<file path="config.mk">
export PLATFORM = sky130hd
export DESIGN_NAME = scar_regs
export DESIGN_NICKNAME = d
export VERILOG_FILES = /design/src/scar_pkg.sv /design/src/scar_cp_field.sv /design/src/scar_regs.sv
export VERILOG_INCLUDE_DIRS = /design/src
export SDC_FILE = /design/constraint.sdc
export NUM_CORES = 1
export LEC_CHECK = 0
export BUFFER_PORTS_ARGS = -buffer_cell sky130_fd_sc_hd__buf_2
export CAP_MARGIN = 20
export CORE_MARGIN = 2
export CORE_UTILIZATION = 38
export DETAILED_ROUTE_END_ITERATION = 7
export PLACE_DENSITY = 0.83
export SYNTH_ARGS = -nofsm -noshare
export SYNTH_HDL_FRONTEND = slang
export SYNTH_SLANG_ARGS = --single-unit
</file>
<file path="constraint.sdc">
create_clock -name clk -period 1.91 [get_ports clk]
set_input_delay 0.191 -clock clk [delete_from_list [all_inputs] [get_ports clk]]
set_output_delay 0.191 -clock clk [all_outputs]
set_load 0.02 [all_outputs]
</file>
<file path="src/scar_cfg.svh">
`ifndef SCAR_CFG_SVH
`define SCAR_CFG_SVH
// ----------------------------------------
// Coprocessor move encodings (crn, crm, opc2)
// ----------------------------------------
`define SCAR_CRN_C1 4'h1
`define SCAR_CRM_C0 4'h0
`define SCAR_CRM_C1 4'h1
`define SCAR_OPC2_CPACC 3'h2
`define SCAR_OPC2_SECCFG 3'h0
`define SCAR_OPC2_SDBG 3'h1
`define SCAR_OPC2_NSACC 3'h2
// ----------------------------------------
// Coprocessor access rights fields
// ----------------------------------------
`define SCAR_COPROCESSOR_ELEVEN_ACCESS_HI 23
`define SCAR_COPROCESSOR_ELEVEN_ACCESS_LO 22
`define SCAR_COPROCESSOR_TEN_ACCESS_HI 21
`define SCAR_COPROCESSOR_TEN_ACCESS_LO 20
`define SCAR_ACC_DENIED 2'h0
`define SCAR_ACC_PRIV 2'h1
`define SCAR_ACC_RSVD 2'h2
`define SCAR_ACC_FULL 2'h3
// ----------------------------------------
// Secure configuration fields
// ----------------------------------------
`define SCAR_SC_NS 0
`define SCAR_SC_IRQ 1
`define SCAR_SC_FIQ 2
`define SCAR_SC_EA 3
`define SCAR_SC_FW 4
`define SCAR_SC_AW 5
`define SCAR_SC_WIDTH 6
`define SCAR_SC_RESET 6'h00
// ----------------------------------------
// Secure debug enable fields
// ----------------------------------------
`define SCAR_SD_INV 0
`define SCAR_SD_NINV 1
`define SCAR_SD_RESET 2'h0
// ----------------------------------------
// Nonsecure access control fields
// ----------------------------------------
`define SCAR_NA_COPROCESSOR_TEN_ACCESS 10
`define SCAR_NA_COPROCESSOR_ELEVEN_ACCESS 11
`define SCAR_NA_TL 17
`define SCAR_NA_RESET 3'h0
`endif

</file>
<file path="src/scar_pkg.sv">
`default_nettype none
// ----------------------------------------
// Types for the secure configuration bank
// ----------------------------------------
package scar_pkg;
  // Processor mode class seen by the bank
  typedef enum logic [1:0] {
    SCAR_MODE_USER = 2'b00,
    SCAR_MODE_PRIV = 2'b01,
    SCAR_MODE_MON = 2'b11
  } scar_mode_t;
  // One register move from the pipeline
  typedef struct packed {
    logic valid;
    logic write;
    logic [3:0] crn;
    logic [3:0] crm;
    logic [2:0] opc2;
    logic [31:0] wdata;
    scar_mode_t mode;
  } scar_req_t;
  // Answer to the pipeline
  typedef struct packed {
    logic hit;
    logic undef;
    logic [31:0] rdata;
  } scar_rsp_t;
  // Coprocessor use check request
  typedef struct packed {
    logic valid;
    logic coprocessor_eleven_access;
    logic priv;
  } scar_cpuse_t;
endpackage
`default_nettype wire

</file>
<file path="src/scar_cp_field.sv">
`include "scar_cfg.svh"
`default_nettype none
// ----------------------------------------
// One two-bit coprocessor access field
// ----------------------------------------
module scar_cp_field #(
  parameter bit PRESENT = 1'b1
) (
  input wire logic clk,
  input wire logic sys_rst,
  input wire logic wr_en,
  input wire logic [1:0] wr_val,
  input wire logic use_priv,
  output logic [1:0] field,
  output logic allow
);
  // Absent coprocessors keep the denied code
  wire [1:0] next_field = PRESENT ? wr_val : `SCAR_ACC_DENIED;
  always_ff @(posedge clk or posedge sys_rst) begin
    if (sys_rst) begin
      field <= `SCAR_ACC_DENIED;
    end else if (wr_en) begin
      field <= next_field;
    end
  end
  assign allow = (field == `SCAR_ACC_FULL) || ((field == `SCAR_ACC_PRIV) && use_priv);
  // ----------------------------------------
  // Checks
  // ----------------------------------------
  // Absent stays denied
  AST_ABSENT_DENIED: assert property (@(posedge clk) disable iff (sys_rst)
    !PRESENT |-> field == `SCAR_ACC_DENIED)
    else $error("absent field not denied");
  AST_RSVD_DENY: assert property (@(posedge clk) disable iff (sys_rst)
    field == `SCAR_ACC_RSVD |-> !allow)
    else $error("reserved code granted access");
endmodule
`default_nettype wire

</file>
<file path="src/scar_regs.sv">
// Contract
// - Access rights reachable at c1,c0,2
// - Absent coprocessor field stays b00
// - Decode denied, privileged, reserved, full
// - Reset sets all fields denied
// - Secure config secure privileged only
// - Bit0 selects nonsecure state, resets 0
// - Monitor mode always counts as secure
// - Bit1 routes interrupts to monitor
// - Bit2 routes fast interrupts to monitor
// - Bit3 routes aborts, secure fault copies
// - Bit4 lets nonsecure modify fast mask
// - Bit5 lets nonsecure modify abort mask
// - Bit6 zero; upper bits read zero
// - Debug enable secure privileged only
// - Debug bits: noninvasive, invasive
// - Nonsecure control secure write, nonsecure read
// - Bit17 lockable entries allow; bit16 zero
// - No effect on debug, system coprocessors
// - Access fields at 23:22 and 21:20
// - Bits 11,10 grant nonsecure coprocessor use
// - Nonsecure control reachable at c1,c1,2
`include "scar_cfg.svh"
`default_nettype none
module scar_regs #(
  parameter bit COPROCESSOR_TEN_ACCESS_PRESENT = 1'b1,
  parameter bit COPROCESSOR_ELEVEN_ACCESS_PRESENT = 1'b1
) (
  input wire logic clk,
  input wire logic sys_rst,
  input wire scar_pkg::scar_req_t req,
  output scar_pkg::scar_rsp_t rsp,
  input wire scar_pkg::scar_cpuse_t cpuse,
  output logic cpuse_undef,
  output logic secure_now,
  output logic nonsecure_state_select,
  output logic irq_monitor_route,
  output logic fast_interrupt_monitor_route,
  output logic external_abort_monitor_route,
  output logic fault_to_secure_copy,
  output logic fast_mask_modify_enable,
  output logic abort_mask_modify_enable,
  output logic secure_user_invasive_debug,
  output logic secure_user_noninvasive_debug,
  output logic lockable_tlb_allow
);
  // ----------------------------------------
  // Storage
  // ----------------------------------------
  logic [`SCAR_SC_WIDTH-1:0] sec_cfg; // Secure configuration bits 5..0
  logic [1:0] dbg_en; // Secure debug enable bits 1..0
  logic tl_bit; // Lockable entry allow
  logic ns_coprocessor_ten_access; // Nonsecure grant for coprocessor 10
  logic ns_coprocessor_eleven_access; // Nonsecure grant for coprocessor 11
  logic [1:0] coprocessor_ten_access_field; // Access field coprocessor 10
  logic [1:0] coprocessor_eleven_access_field; // Access field coprocessor 11
  logic coprocessor_ten_access_allow; // Field permits this use
  logic coprocessor_eleven_access_allow; // Field permits this use

  // ----------------------------------------
  // Mode and state
  // ----------------------------------------
  // Monitor forces secure
  wire is_mon = (req.mode == scar_pkg::SCAR_MODE_MON);
  assign secure_now = is_mon || !sec_cfg[`SCAR_SC_NS];
  wire is_priv = (req.mode != scar_pkg::SCAR_MODE_USER); // Privileged incl. monitor
  wire sec_priv = secure_now && is_priv; // Secure privileged

  // ----------------------------------------
  // Encoding decode
  // ----------------------------------------
  wire crn_ok = req.valid && (req.crn == `SCAR_CRN_C1);
  wire hit_cpacc = crn_ok && (req.crm == `SCAR_CRM_C0) && (req.opc2 == `SCAR_OPC2_CPACC);
  wire hit_sc = crn_ok && (req.crm == `SCAR_CRM_C1) && (req.opc2 == `SCAR_OPC2_SECCFG);
  wire hit_sd = crn_ok && (req.crm == `SCAR_CRM_C1) && (req.opc2 == `SCAR_OPC2_SDBG);
  wire hit_na = crn_ok && (req.crm == `SCAR_CRM_C1) && (req.opc2 == `SCAR_OPC2_NSACC);
  wire any_hit = hit_cpacc || hit_sc || hit_sd || hit_na;

  // ----------------------------------------
  // Permission checks
  // ----------------------------------------
  // Secure privileged only
  wire bad_sc = hit_sc && !sec_priv;
  wire bad_sd = hit_sd && !sec_priv;
  wire bad_na = hit_na && (!is_priv || (!secure_now && req.write));
  wire bad_cpacc = hit_cpacc && !is_priv; // User mode refused
  wire undef_now = bad_sc || bad_sd || bad_na || bad_cpacc;
  wire ok_wr = req.write && !undef_now; // Accepted write

  // Write strobes
  wire wr_sc = hit_sc && ok_wr;
  wire wr_sd = hit_sd && ok_wr;
  wire wr_na = hit_na && ok_wr;
  // Nonsecure writes reach a field only if granted; else ignored
  wire wr_coprocessor_ten_access = hit_cpacc && ok_wr && (secure_now || ns_coprocessor_ten_access);
  wire wr_coprocessor_eleven_access = hit_cpacc && ok_wr && (secure_now || ns_coprocessor_eleven_access);
  // Write data slices for secure config, debug enable and the lockable bit
  wire [`SCAR_SC_WIDTH-1:0] sc_wdata = req.wdata[`SCAR_SC_WIDTH-1:0];
  wire [1:0] sd_wdata = req.wdata[1:0];
  wire na_tl_wdata = req.wdata[`SCAR_NA_TL];

  // ----------------------------------------
  // Secure configuration register
  // ----------------------------------------
  // Reset clears all bits
  always_ff @(posedge clk or posedge sys_rst) begin
    if (sys_rst) begin
      sec_cfg <= `SCAR_SC_RESET;
    end else if (wr_sc) begin
      sec_cfg <= sc_wdata;
    end
  end

  // ----------------------------------------
  // Secure debug enable register
  // ----------------------------------------
  // Two debug bits
  always_ff @(posedge clk or posedge sys_rst) begin
    if (sys_rst) begin
      dbg_en <= `SCAR_SD_RESET;
    end else if (wr_sd) begin
      dbg_en <= sd_wdata;
    end
  end

  // ----------------------------------------
  // Nonsecure access control register
  // ----------------------------------------
  // Lockable bit, bit16 ignored
  always_ff @(posedge clk or posedge sys_rst) begin
    if (sys_rst) begin
      {tl_bit, ns_coprocessor_eleven_access, ns_coprocessor_ten_access} <= `SCAR_NA_RESET;
    end else if (wr_na) begin
      {tl_bit, ns_coprocessor_eleven_access, ns_coprocessor_ten_access} <= {req.wdata[`SCAR_NA_TL], req.wdata[`SCAR_NA_COPROCESSOR_ELEVEN_ACCESS], req.wdata[`SCAR_NA_COPROCESSOR_TEN_ACCESS]};
    end
  end

  // ----------------------------------------
  // Access rights fields
  // ----------------------------------------
  // Privilege of the checked coprocessor use
  wire use_priv = cpuse.priv;
  scar_cp_field #(.PRESENT(COPROCESSOR_TEN_ACCESS_PRESENT)) u_coprocessor_ten_access (
    .clk(clk),
    .sys_rst(sys_rst),
    .wr_en(wr_coprocessor_ten_access),
    .wr_val(req.wdata[`SCAR_COPROCESSOR_TEN_ACCESS_HI:`SCAR_COPROCESSOR_TEN_ACCESS_LO]),
    .use_priv(use_priv),
    .field(coprocessor_ten_access_field),
    .allow(coprocessor_ten_access_allow)
  );
  scar_cp_field #(.PRESENT(COPROCESSOR_ELEVEN_ACCESS_PRESENT)) u_coprocessor_eleven_access (
    .clk(clk),
    .sys_rst(sys_rst),
    .wr_en(wr_coprocessor_eleven_access),
    .wr_val(req.wdata[`SCAR_COPROCESSOR_ELEVEN_ACCESS_HI:`SCAR_COPROCESSOR_ELEVEN_ACCESS_LO]),
    .use_priv(use_priv),
    .field(coprocessor_eleven_access_field),
    .allow(coprocessor_eleven_access_allow)
  );

  // ----------------------------------------
  // Coprocessor use check
  // ----------------------------------------
  // Only coprocessors 10, 11 gated
  wire ns_grant = cpuse.coprocessor_eleven_access ? ns_coprocessor_eleven_access : ns_coprocessor_ten_access;
  wire fld_allow = cpuse.coprocessor_eleven_access ? coprocessor_eleven_access_allow : coprocessor_ten_access_allow;
  assign cpuse_undef = cpuse.valid && (!fld_allow || (!secure_now && !ns_grant));

  // ----------------------------------------
  // Read data
  // ----------------------------------------
  // Nonsecure read of an ungranted field shows b00
  wire [1:0] rd_coprocessor_ten_access = (secure_now || ns_coprocessor_ten_access) ? coprocessor_ten_access_field : `SCAR_ACC_DENIED;
  wire [1:0] rd_coprocessor_eleven_access = (secure_now || ns_coprocessor_eleven_access) ? coprocessor_eleven_access_field : `SCAR_ACC_DENIED;
  wire [31:0] rd_sc = {26'h000_0000, sec_cfg};
  wire [31:0] rd_sd = {30'h0000_0000, dbg_en};
  wire [31:0] rd_na = {14'h0000, tl_bit, 5'h00, ns_coprocessor_eleven_access, ns_coprocessor_ten_access, 10'h000};
  wire [31:0] rd_cp = {8'h00, rd_coprocessor_eleven_access, rd_coprocessor_ten_access, 20'h0_0000};
  wire [31:0] rd_sel = hit_sc ? rd_sc : hit_sd ? rd_sd : hit_na ? rd_na : hit_cpacc ? rd_cp : 32'h0000_0000;

  // Answer registered one cycle after the request
  always_ff @(posedge clk or posedge sys_rst) begin
    if (sys_rst) begin
      rsp <= '0;
    end else begin
      rsp.hit <= any_hit;
      rsp.undef <= undef_now;
      rsp.rdata <= (any_hit && !req.write && !undef_now) ? rd_sel : 32'h0000_0000;
    end
  end

  // ----------------------------------------
  // Control outputs
  // ----------------------------------------
  assign nonsecure_state_select = sec_cfg[`SCAR_SC_NS];
  assign irq_monitor_route = sec_cfg[`SCAR_SC_IRQ];
  assign fast_interrupt_monitor_route = sec_cfg[`SCAR_SC_FIQ];
  assign external_abort_monitor_route = sec_cfg[`SCAR_SC_EA];
  assign fault_to_secure_copy = sec_cfg[`SCAR_SC_EA];
  assign fast_mask_modify_enable = sec_cfg[`SCAR_SC_FW];
  assign abort_mask_modify_enable = sec_cfg[`SCAR_SC_AW];
  assign secure_user_invasive_debug = dbg_en[`SCAR_SD_INV];
  assign secure_user_noninvasive_debug = dbg_en[`SCAR_SD_NINV];
  assign lockable_tlb_allow = tl_bit;

  // ----------------------------------------
  // Checks
  // ----------------------------------------
  // Nonsecure access refused
  AST_SC_UNDEF: assert property (@(posedge clk) disable iff (sys_rst)
    hit_sc && !is_mon && nonsecure_state_select |=> rsp.undef)
    else $error("nonsecure secure-config access not refused");
  AST_SC_HOLD: assert property (@(posedge clk) disable iff (sys_rst)
    hit_sc && req.write && !sec_priv |=> $stable(sec_cfg))
    else $error("refused write changed secure config");
  AST_MON_SECURE: assert property (@(posedge clk) disable iff (sys_rst)
    is_mon |-> secure_now)
    else $error("monitor mode not secure");
  AST_SC_WRITE: assert property (@(posedge clk) disable iff (sys_rst)
    wr_sc |=> sec_cfg == $past(sc_wdata) && rsp.rdata == 32'h0000_0000)
    else $error("secure config write lost");
  AST_SC_READ: assert property (@(posedge clk) disable iff (sys_rst)
    hit_sc && !req.write && sec_priv |=> rsp.rdata == {26'h000_0000, sec_cfg})
    else $error("secure config read wrong");
  AST_SD_UNDEF: assert property (@(posedge clk) disable iff (sys_rst)
    hit_sd && !secure_now |=> rsp.undef)
    else $error("nonsecure debug access not refused");
  AST_SD_HOLD: assert property (@(posedge clk) disable iff (sys_rst)
    hit_sd && req.write && !sec_priv |=> $stable(dbg_en))
    else $error("refused write changed debug enable");
  AST_SD_WRITE: assert property (@(posedge clk) disable iff (sys_rst)
    wr_sd |=> dbg_en == $past(sd_wdata))
    else $error("debug enable write lost");
  AST_SD_READ: assert property (@(posedge clk) disable iff (sys_rst)
    hit_sd && !req.write && sec_priv |=> rsp.rdata == {30'h0000_0000, dbg_en})
    else $error("debug enable read wrong");
  AST_NA_RO: assert property (@(posedge clk) disable iff (sys_rst)
    hit_na && req.write && !secure_now |=> rsp.undef && $stable(tl_bit))
    else $error("nonsecure write to access control");
  AST_NA_USER: assert property (@(posedge clk) disable iff (sys_rst)
    hit_na && !is_priv |=> rsp.undef)
    else $error("user access to access control");
  AST_NA_READ: assert property (@(posedge clk) disable iff (sys_rst)
    hit_na && !req.write && is_priv |=>
      !rsp.undef && rsp.rdata[16] == 1'b0 && rsp.rdata[17] == tl_bit)
    else $error("access control read wrong");
  AST_NA_WRITE: assert property (@(posedge clk) disable iff (sys_rst)
    wr_na |=> lockable_tlb_allow == $past(na_tl_wdata))
    else $error("lockable allow write lost");
  AST_CP_USER: assert property (@(posedge clk) disable iff (sys_rst)
    hit_cpacc && !is_priv |=> rsp.undef)
    else $error("user access to access rights");
  AST_CP_READ: assert property (@(posedge clk) disable iff (sys_rst)
    hit_cpacc && !req.write && is_priv && secure_now |=>
      rsp.rdata[23:22] == coprocessor_eleven_access_field && rsp.rdata[21:20] == coprocessor_ten_access_field)
    else $error("access field read wrong");
  AST_CP_NS_HOLD: assert property (@(posedge clk) disable iff (sys_rst)
    hit_cpacc && req.write && !secure_now && !ns_coprocessor_ten_access |=> $stable(coprocessor_ten_access_field))
    else $error("ungranted nonsecure write changed field");
  AST_CP_NS_MASK: assert property (@(posedge clk) disable iff (sys_rst)
    hit_cpacc && !req.write && is_priv && !secure_now && !ns_coprocessor_ten_access |=> rsp.rdata[21:20] == `SCAR_ACC_DENIED)
    else $error("ungranted nonsecure read shows field");
  AST_NS_GRANT: assert property (@(posedge clk) disable iff (sys_rst)
    cpuse.valid && !secure_now && !ns_grant |-> cpuse_undef)
    else $error("ungranted nonsecure use allowed");
  AST_USE_SECURE: assert property (@(posedge clk) disable iff (sys_rst)
    cpuse.valid && secure_now && fld_allow |-> !cpuse_undef)
    else $error("secure permitted use refused");
  AST_USE_DENIED: assert property (@(posedge clk) disable iff (sys_rst)
    cpuse.valid && !fld_allow |-> cpuse_undef)
    else $error("denied use allowed");
  AST_USE_IDLE: assert property (@(posedge clk) disable iff (sys_rst)
    !cpuse.valid |-> !cpuse_undef)
    else $error("refusal without a use");
endmodule
`default_nettype wire

</file>
-- Yosys cells after proc, flatten, opt, wreduce, memory -nomap -nowiden
Cells that the tools add are included.
- equality and inequality tests: 9
- multiplexer cells: 9
- reductions and logical operators: 50
- operator list (kind ; number):
    $mux 24 ; 5
    $logic_and 1x1->1 ; 26
    $logic_or 1x1->1 ; 13
    $eq 4x1->1 const B ; 2
    $logic_not 1->1 ; 8
    $eq 2x2->1 const B ; 3
    $eq 2x1->1 const B ; 2
    $logic_not 4->1 ; 1
    $mux 2 ; 2
    $eq 3x1->1 const B ; 1
    $eq 3x2->1 const B ; 1
    $logic_not 3->1 ; 1
    $mux 1 ; 2
    $reduce_bool 2->1 ; 1
- register bits: 41
- output and inout bits: 46
- word-level logic and storage cells: 78

-- Logic depth before layout (Yosys ltp)
- depth after elaboration: 12
- depth in mapped cells: 5
- mapped depth without buffers: 4

-- Cells and area by module
Synthesis repeated with hierarchy kept, for this count alone.
- cells, all modules: 129
- area, all modules: 1471.4 sq um
- by module, submodules not included (module ; times used ; cells an instance ; area each (sq um) ; sequential area each (sq um)):
    scar_regs ; 1 ; 117 ; 1303.8 ; 650.6
    scar_cp_field ; 2 ; 6 ; 83.8 ; 50.0

-- Least setup slack after synthesis
Ideal clock, no wire load.
- path type: input to register
- start point: input port req[44] (netlist name)
- end point: register sec_cfg[0]
- arrival: 1.499 ns
- data required time: 1.785 ns
- path slack: 0.286 ns
- stages: 4
- path buffers: 0
- cells stage by stage: nor4b_4 -> nand4_1 -> nor4b_4 -> mux2_2
- word-level cells in the longest chain between the ends: 11
- elaborated cells between the ends (all ways): 18
- those cells by class: eq/ne (1); reduce/logical (17)
- ends and longest elaborated chain (element ; line ; RTL):
    start, declared ; scar_regs.sv:31 ; input wire scar_pkg::scar_req_t req,
    $eq 4x1->1 (no line) * ; n/a ;
    $logic_and 1x1->1 * ; scar_regs.sv:72 ; wire crn_ok = req.valid && (req.crn == `SCAR_CRN_C1);
    $logic_and 1x1->1 ; scar_regs.sv:74, scar_regs.sv:75, scar_regs.sv:76 ;
    $logic_and 1x1->1, on equally long branches ; scar_regs.sv:74, scar_regs.sv:75 ;
    $logic_and 1x1->1, on equally long branches ; scar_regs.sv:83, scar_regs.sv:84 ;
    $logic_or 1x1->1 (3 in series) ; scar_regs.sv:87 ; wire undef_now = bad_sc || bad_sd || bad_na || bad_cpacc;
    $logic_not 1->1 ; scar_regs.sv:88 ; wire ok_wr = req.write && !undef_now;
    $logic_and 1x1->1 ; scar_regs.sv:88 ;
    $logic_and 1x1->1 * ; scar_regs.sv:91 ; wire wr_sc = hit_sc && ok_wr;
    end signal, assigned ; scar_regs.sv:108 ; sec_cfg <= `SCAR_SC_RESET;
    end signal, assigned ; scar_regs.sv:110 ; sec_cfg <= sc_wdata;
    end, declared ; scar_regs.sv:50 ; logic [`SCAR_SC_WIDTH-1:0] sec_cfg;
Every way passes the cells marked *; elsewhere a longest branch is shown, timed or not.
A chain may end at the register's enable or synchronous reset.

-- Final worst setup path
- start point: register sec_cfg[0]
- end point: output port cpuse_undef
- word-level cells in the longest chain between the ends: 6
- ends and longest elaborated chain (element ; line ; RTL):
    $logic_not 1->1 ; scar_regs.sv:65 ; assign secure_now = is_mon || !sec_cfg[`SCAR_SC_NS];
    $logic_or 1x1->1 ; scar_regs.sv:65 ;
    $logic_not 1->1 ; scar_regs.sv:168 ; assign cpuse_undef = cpuse.valid && (!fld_allow || (!secure_now && !ns_grant));
    $logic_and 1x1->1 ; scar_regs.sv:168 ;
    $logic_or 1x1->1 ; scar_regs.sv:168 ;
    $logic_and 1x1->1 ; scar_regs.sv:168 ;
    end, declared ; scar_regs.sv:34 ; output logic cpuse_undef,
Every way passes these cells.

==> results.txt <==
----------------------------------------------------
[Clocking]
  Number of buffers added by the clock tree synthesis step ... 5
  Clk buf depth ... 2
  Worst skew pair latency ... 0.27 ns
  TritonCTS clock tree ... built
  H-tree levels ... 2
  Root Buffer Master ... clkbuf_8
  Clock transition time at the flip-flop clock pins of the worst setup and hold paths ... 0.06 ns
  Clock Sink Count ... 30
  Post-CTS setup buffer count ... 0

[Critical path]
  Worst Path Max Fanout ... 6
  Critical path buffer and inverter count ... 1
  Cells along the critical path ... a21bo_2, o21ai_1, o21ai_0, nor2_1, buf_2
  Cell family contributing the most delay on the critical path ... compound AO/OA/AOI/OAI gates
  WP data required ... between 1.5 and 2 ns
  Setup slack of the most critical reg-to-reg path ... between 0.3 and 0.4 ns
  Critical Path AT ... ~1.5 ns
  Nature of the critical path startpoint ... register
  Kind of critical path ... reg2out
  Endpoint class of the critical path ... output pin
  Master of the slowest instance on the critical path ... dfrtp_1
  Critical path's largest stage delay ... 0.40 ns

[Synthesis]
  Complex-gate fraction of the synthesized area ... 3.81%
  Mux cell area share after synthesis ... 13.1%
  Ys Warns ... 0
  Post-synthesis share of cell area spent on full adders, half adders and majority gates ... 0%
  Netlist cell types ... 26
  Post-synthesis average cell area ... 12.0 um^2
  Mapped Cells ... between 100 and 150
  Mapped Area ... 1450 um^2
  Xor and xnor fraction of the mapped netlist area ... 0%
  Post-synthesis share of cell area spent on and, or, nand and nor gates ... 19.9%
  Flop and latch count out of synthesis ... 30
  Share of synthesized area occupied by flip-flops and latches ... 51.9%
  Main combinational cell family by area after synthesis ... simple AND/OR/NAND/NOR gates

[Detailed routing]
  Mean number of vias per cell ... around 4.5
  Vias after detailed routing ... 1,049
  Final routed DRC violation total ... 0
  Post-detailed-route wirelength per cell ... 11.1 um
  Router iterations before antenna repair ... 2
  Number of nets with antenna violations after routing ... 0
  Count of routing violations after the opening detailed-route iteration ... 19
  Final Routed Wirelength ... 2610 um

[STA]
  Peak clock frequency supported by timing ... just under 0.6 GHz
  Max-slew violation count ... 0
  Unrepaired setup endpoints after global routing ... no
  Setup Total Neg Slack ... 0 ns
  Fin Clk Skew ... 0.00281 ns
  Count of endpoints failing setup in the final report ... 0
  Final period util ... 89.6%
  Final hold violation count ... 0
  Min Tclk post-route ... around 1.7 ns

[Layout]
  Layout-stage area growth over the synthesis result ... 26.5%
  Filler cells ... 343
  Share of post-route cells with drive strength above 1 ... 48.4%
  Count of antenna diodes in the layout ... 0
  Final Net Count ... 239

[Floorplan]
  Total Die Area ... between 4000 and 5000 um^2
  Vertical extent of the die ... 65.7 um
  Core area ... about 3700 um^2
  Horizontal die dimension ... around 66 um
  Starting density of the core ... 39.5%
  I/O Pins ... 98
  Number of rows created at floorplan ... 22

[Pwr]
  P_leak ... 1.00 nW
  Reg power frac ... 51.8%
  Clock network fraction of design power ... 38.7%
  Switching Power ... 279 uW
  Power per cell area ... 674 nW/um^2
  Fraction of power spent switching nets ... 22.7%
  Peak supply drop ... 0.377 mV
  Internal power ... approximately 950 uW
  Gate power share ... a little under a tenth
  Total power draw ... ~1.2 mW

[GRT]
  Number of global-route vias before repair ... between 1,000 and 1,500
  Pin count of the biggest net entering global routing ... 31
  Global-route wire length before repair ... around 4300 um
  Total overflow reported by the global router ... 0
  Total track usage ... 13.3%
  Number of antenna violations at the first check in global routing ... 0

[Min path]
  Worst min-delay path class ... in2reg

[Placement]
  Port Buffers ... 59
  HPWL after detailed placement ... 2120 um
  Final weighted congestion in routability-driven placement ... 0.771

[Run]
  Max-capacitance violation count ... 0

[Outcome]
  Result of the run ... finished, final reports clean

----------------------------------------------------
-- metal layers --
| layer | wire length, um | track usage, % | part of all wire (%) | up-vias |
|---|---|---|---|---|
| li1 | - | - | - | 511 |
| met1 | 960 | 13.5 | 37 | 493 |
| met2 | 1430 | 24.6 | 55 | 43 |
| met3 | 199 | 4.28 | 7.6 | 2 |
| met4 | 19 | 5.47 | 0.73 | 0 |
| met5 | 0 | 0 | 0 | - |
-- cell usage in the layout, fill, tap and decap left out, types with 3 or more instances in the layout --
cell and count:
buf_2 59, dfrtp_1 30, conb_1 19, mux2_2 15
nor2_1 10, and2_1 7, clkbuf_8 6, nand2_1 4
nor3_1 3, o21ai_0 3, buf_4 3
-- cells in the mapped netlist, drive strengths merged --
cell type / number / area [um^2]
conb: 1 / 3.75
buf: 21 / 155
nand4bb: 2 / 22.5
nand2: 4 / 15.0
or3: 1 / 7.51
o21ai: 5 / 25.0
or4: 1 / 11.3
inv: 1 / 3.75
a21oi: 1 / 5.00
nor4b: 2 / 47.6
mux2i: 2 / 20.0
nand3: 1 / 5.00
o21a: 2 / 15.0
nor3b: 2 / 15.0
nor2b: 2 / 12.5
nor2: 10 / 37.5
a21bo: 1 / 10.0
nor3: 3 / 15.0
dfrtp: 30 / 751
or3b: 1 / 8.76
nand4: 2 / 12.5
nor4: 3 / 33.8
and2: 7 / 43.8
mux2: 15 / 169
-- per-stage QoR --
stage          util [%]  hold WS [ns]  setup WS (ns)  instance area [um^2]  instances
2_1_floorplan         -         0.282          0.286                  1510        138
3_3_place_gp       47.4         0.281         0.0992                  1740        227
3_5_place_dp       47.4         0.283         0.0852                  1740        227
4_1_cts            49.9         0.141         0.0780                  1830        234
5_1_grt            49.9         0.141         0.0504                  1830        234
6_report           49.9         0.150          0.199                  1830        234
-- what timing repair did --
item | 4_1_cts | 5_1_grt
setup endpoints to repair | 0 | 1
endpoints found under the hold margin | 30 | 0
gates resized for setup | 0 | 2
hold buffers | 1 | 0
-- cell families (layout without fill, tap and decap cells) --
| group | after synthesis | in the layout |
|---|---|---|
| AND/OR/NAND/NOR | 41 | 41 |
| AO/OA/AOI/OAI | 9 | 9 |
| multiplexers | 17 | 17 |
| other | 1 | 19 |
| flip-flops | 30 | 30 |
| buffers and inverters | 22 | 70 |
-- registers in the layout (all words and copies together) (netlist names) --
register and flops:
dbg_en 2, lockable_tlb_allow 1, ns_coprocessor_eleven_access 1, ns_coprocessor_ten_access 1, rsp 15, sec_cfg 6, u_coprocessor_eleven_access.field 2, u_coprocessor_ten_access.field 2
-- path summary, 6_finish.rpt --
check,cells after the start,start,endpoint
setup reg to reg,4,sec_cfg[0],sec_cfg[1]
hold reg to reg,1,lockable_tlb_allow,rsp[17]
hold / removal,2,req[6],sec_cfg[4]
setup / recovery,5,sec_cfg[0],cpuse_undef
min in group asynchronous,4,sys_rst,rsp[2]
max in group asynchronous,4,sys_rst,rsp[32]
-- layout make-up --
type	instances	area, um^2	share of cell area (%)
Inverter	1	3.75	0.205
Timing Repair Buffer	63	328	17.9
Multi-Input combinational cell	86	603	33.0
Sequential cell	30	751	41.1
Tap cell	48	60.1	3.29
Clock buffer	6	82.6	4.52
-- power by group through the flow --
stage                     logic [mW]  registers (mW)  clock network [mW]
after floorplan               0.0948           0.650                   0
after global placement         0.114           0.649                   0
after detailed placement       0.116           0.649                   0
after CTS                      0.117           0.638               0.497
after global routing           0.129           0.638               0.526
final                          0.116           0.638               0.477
Note: power is estimated with default switching activity, not from simulation.
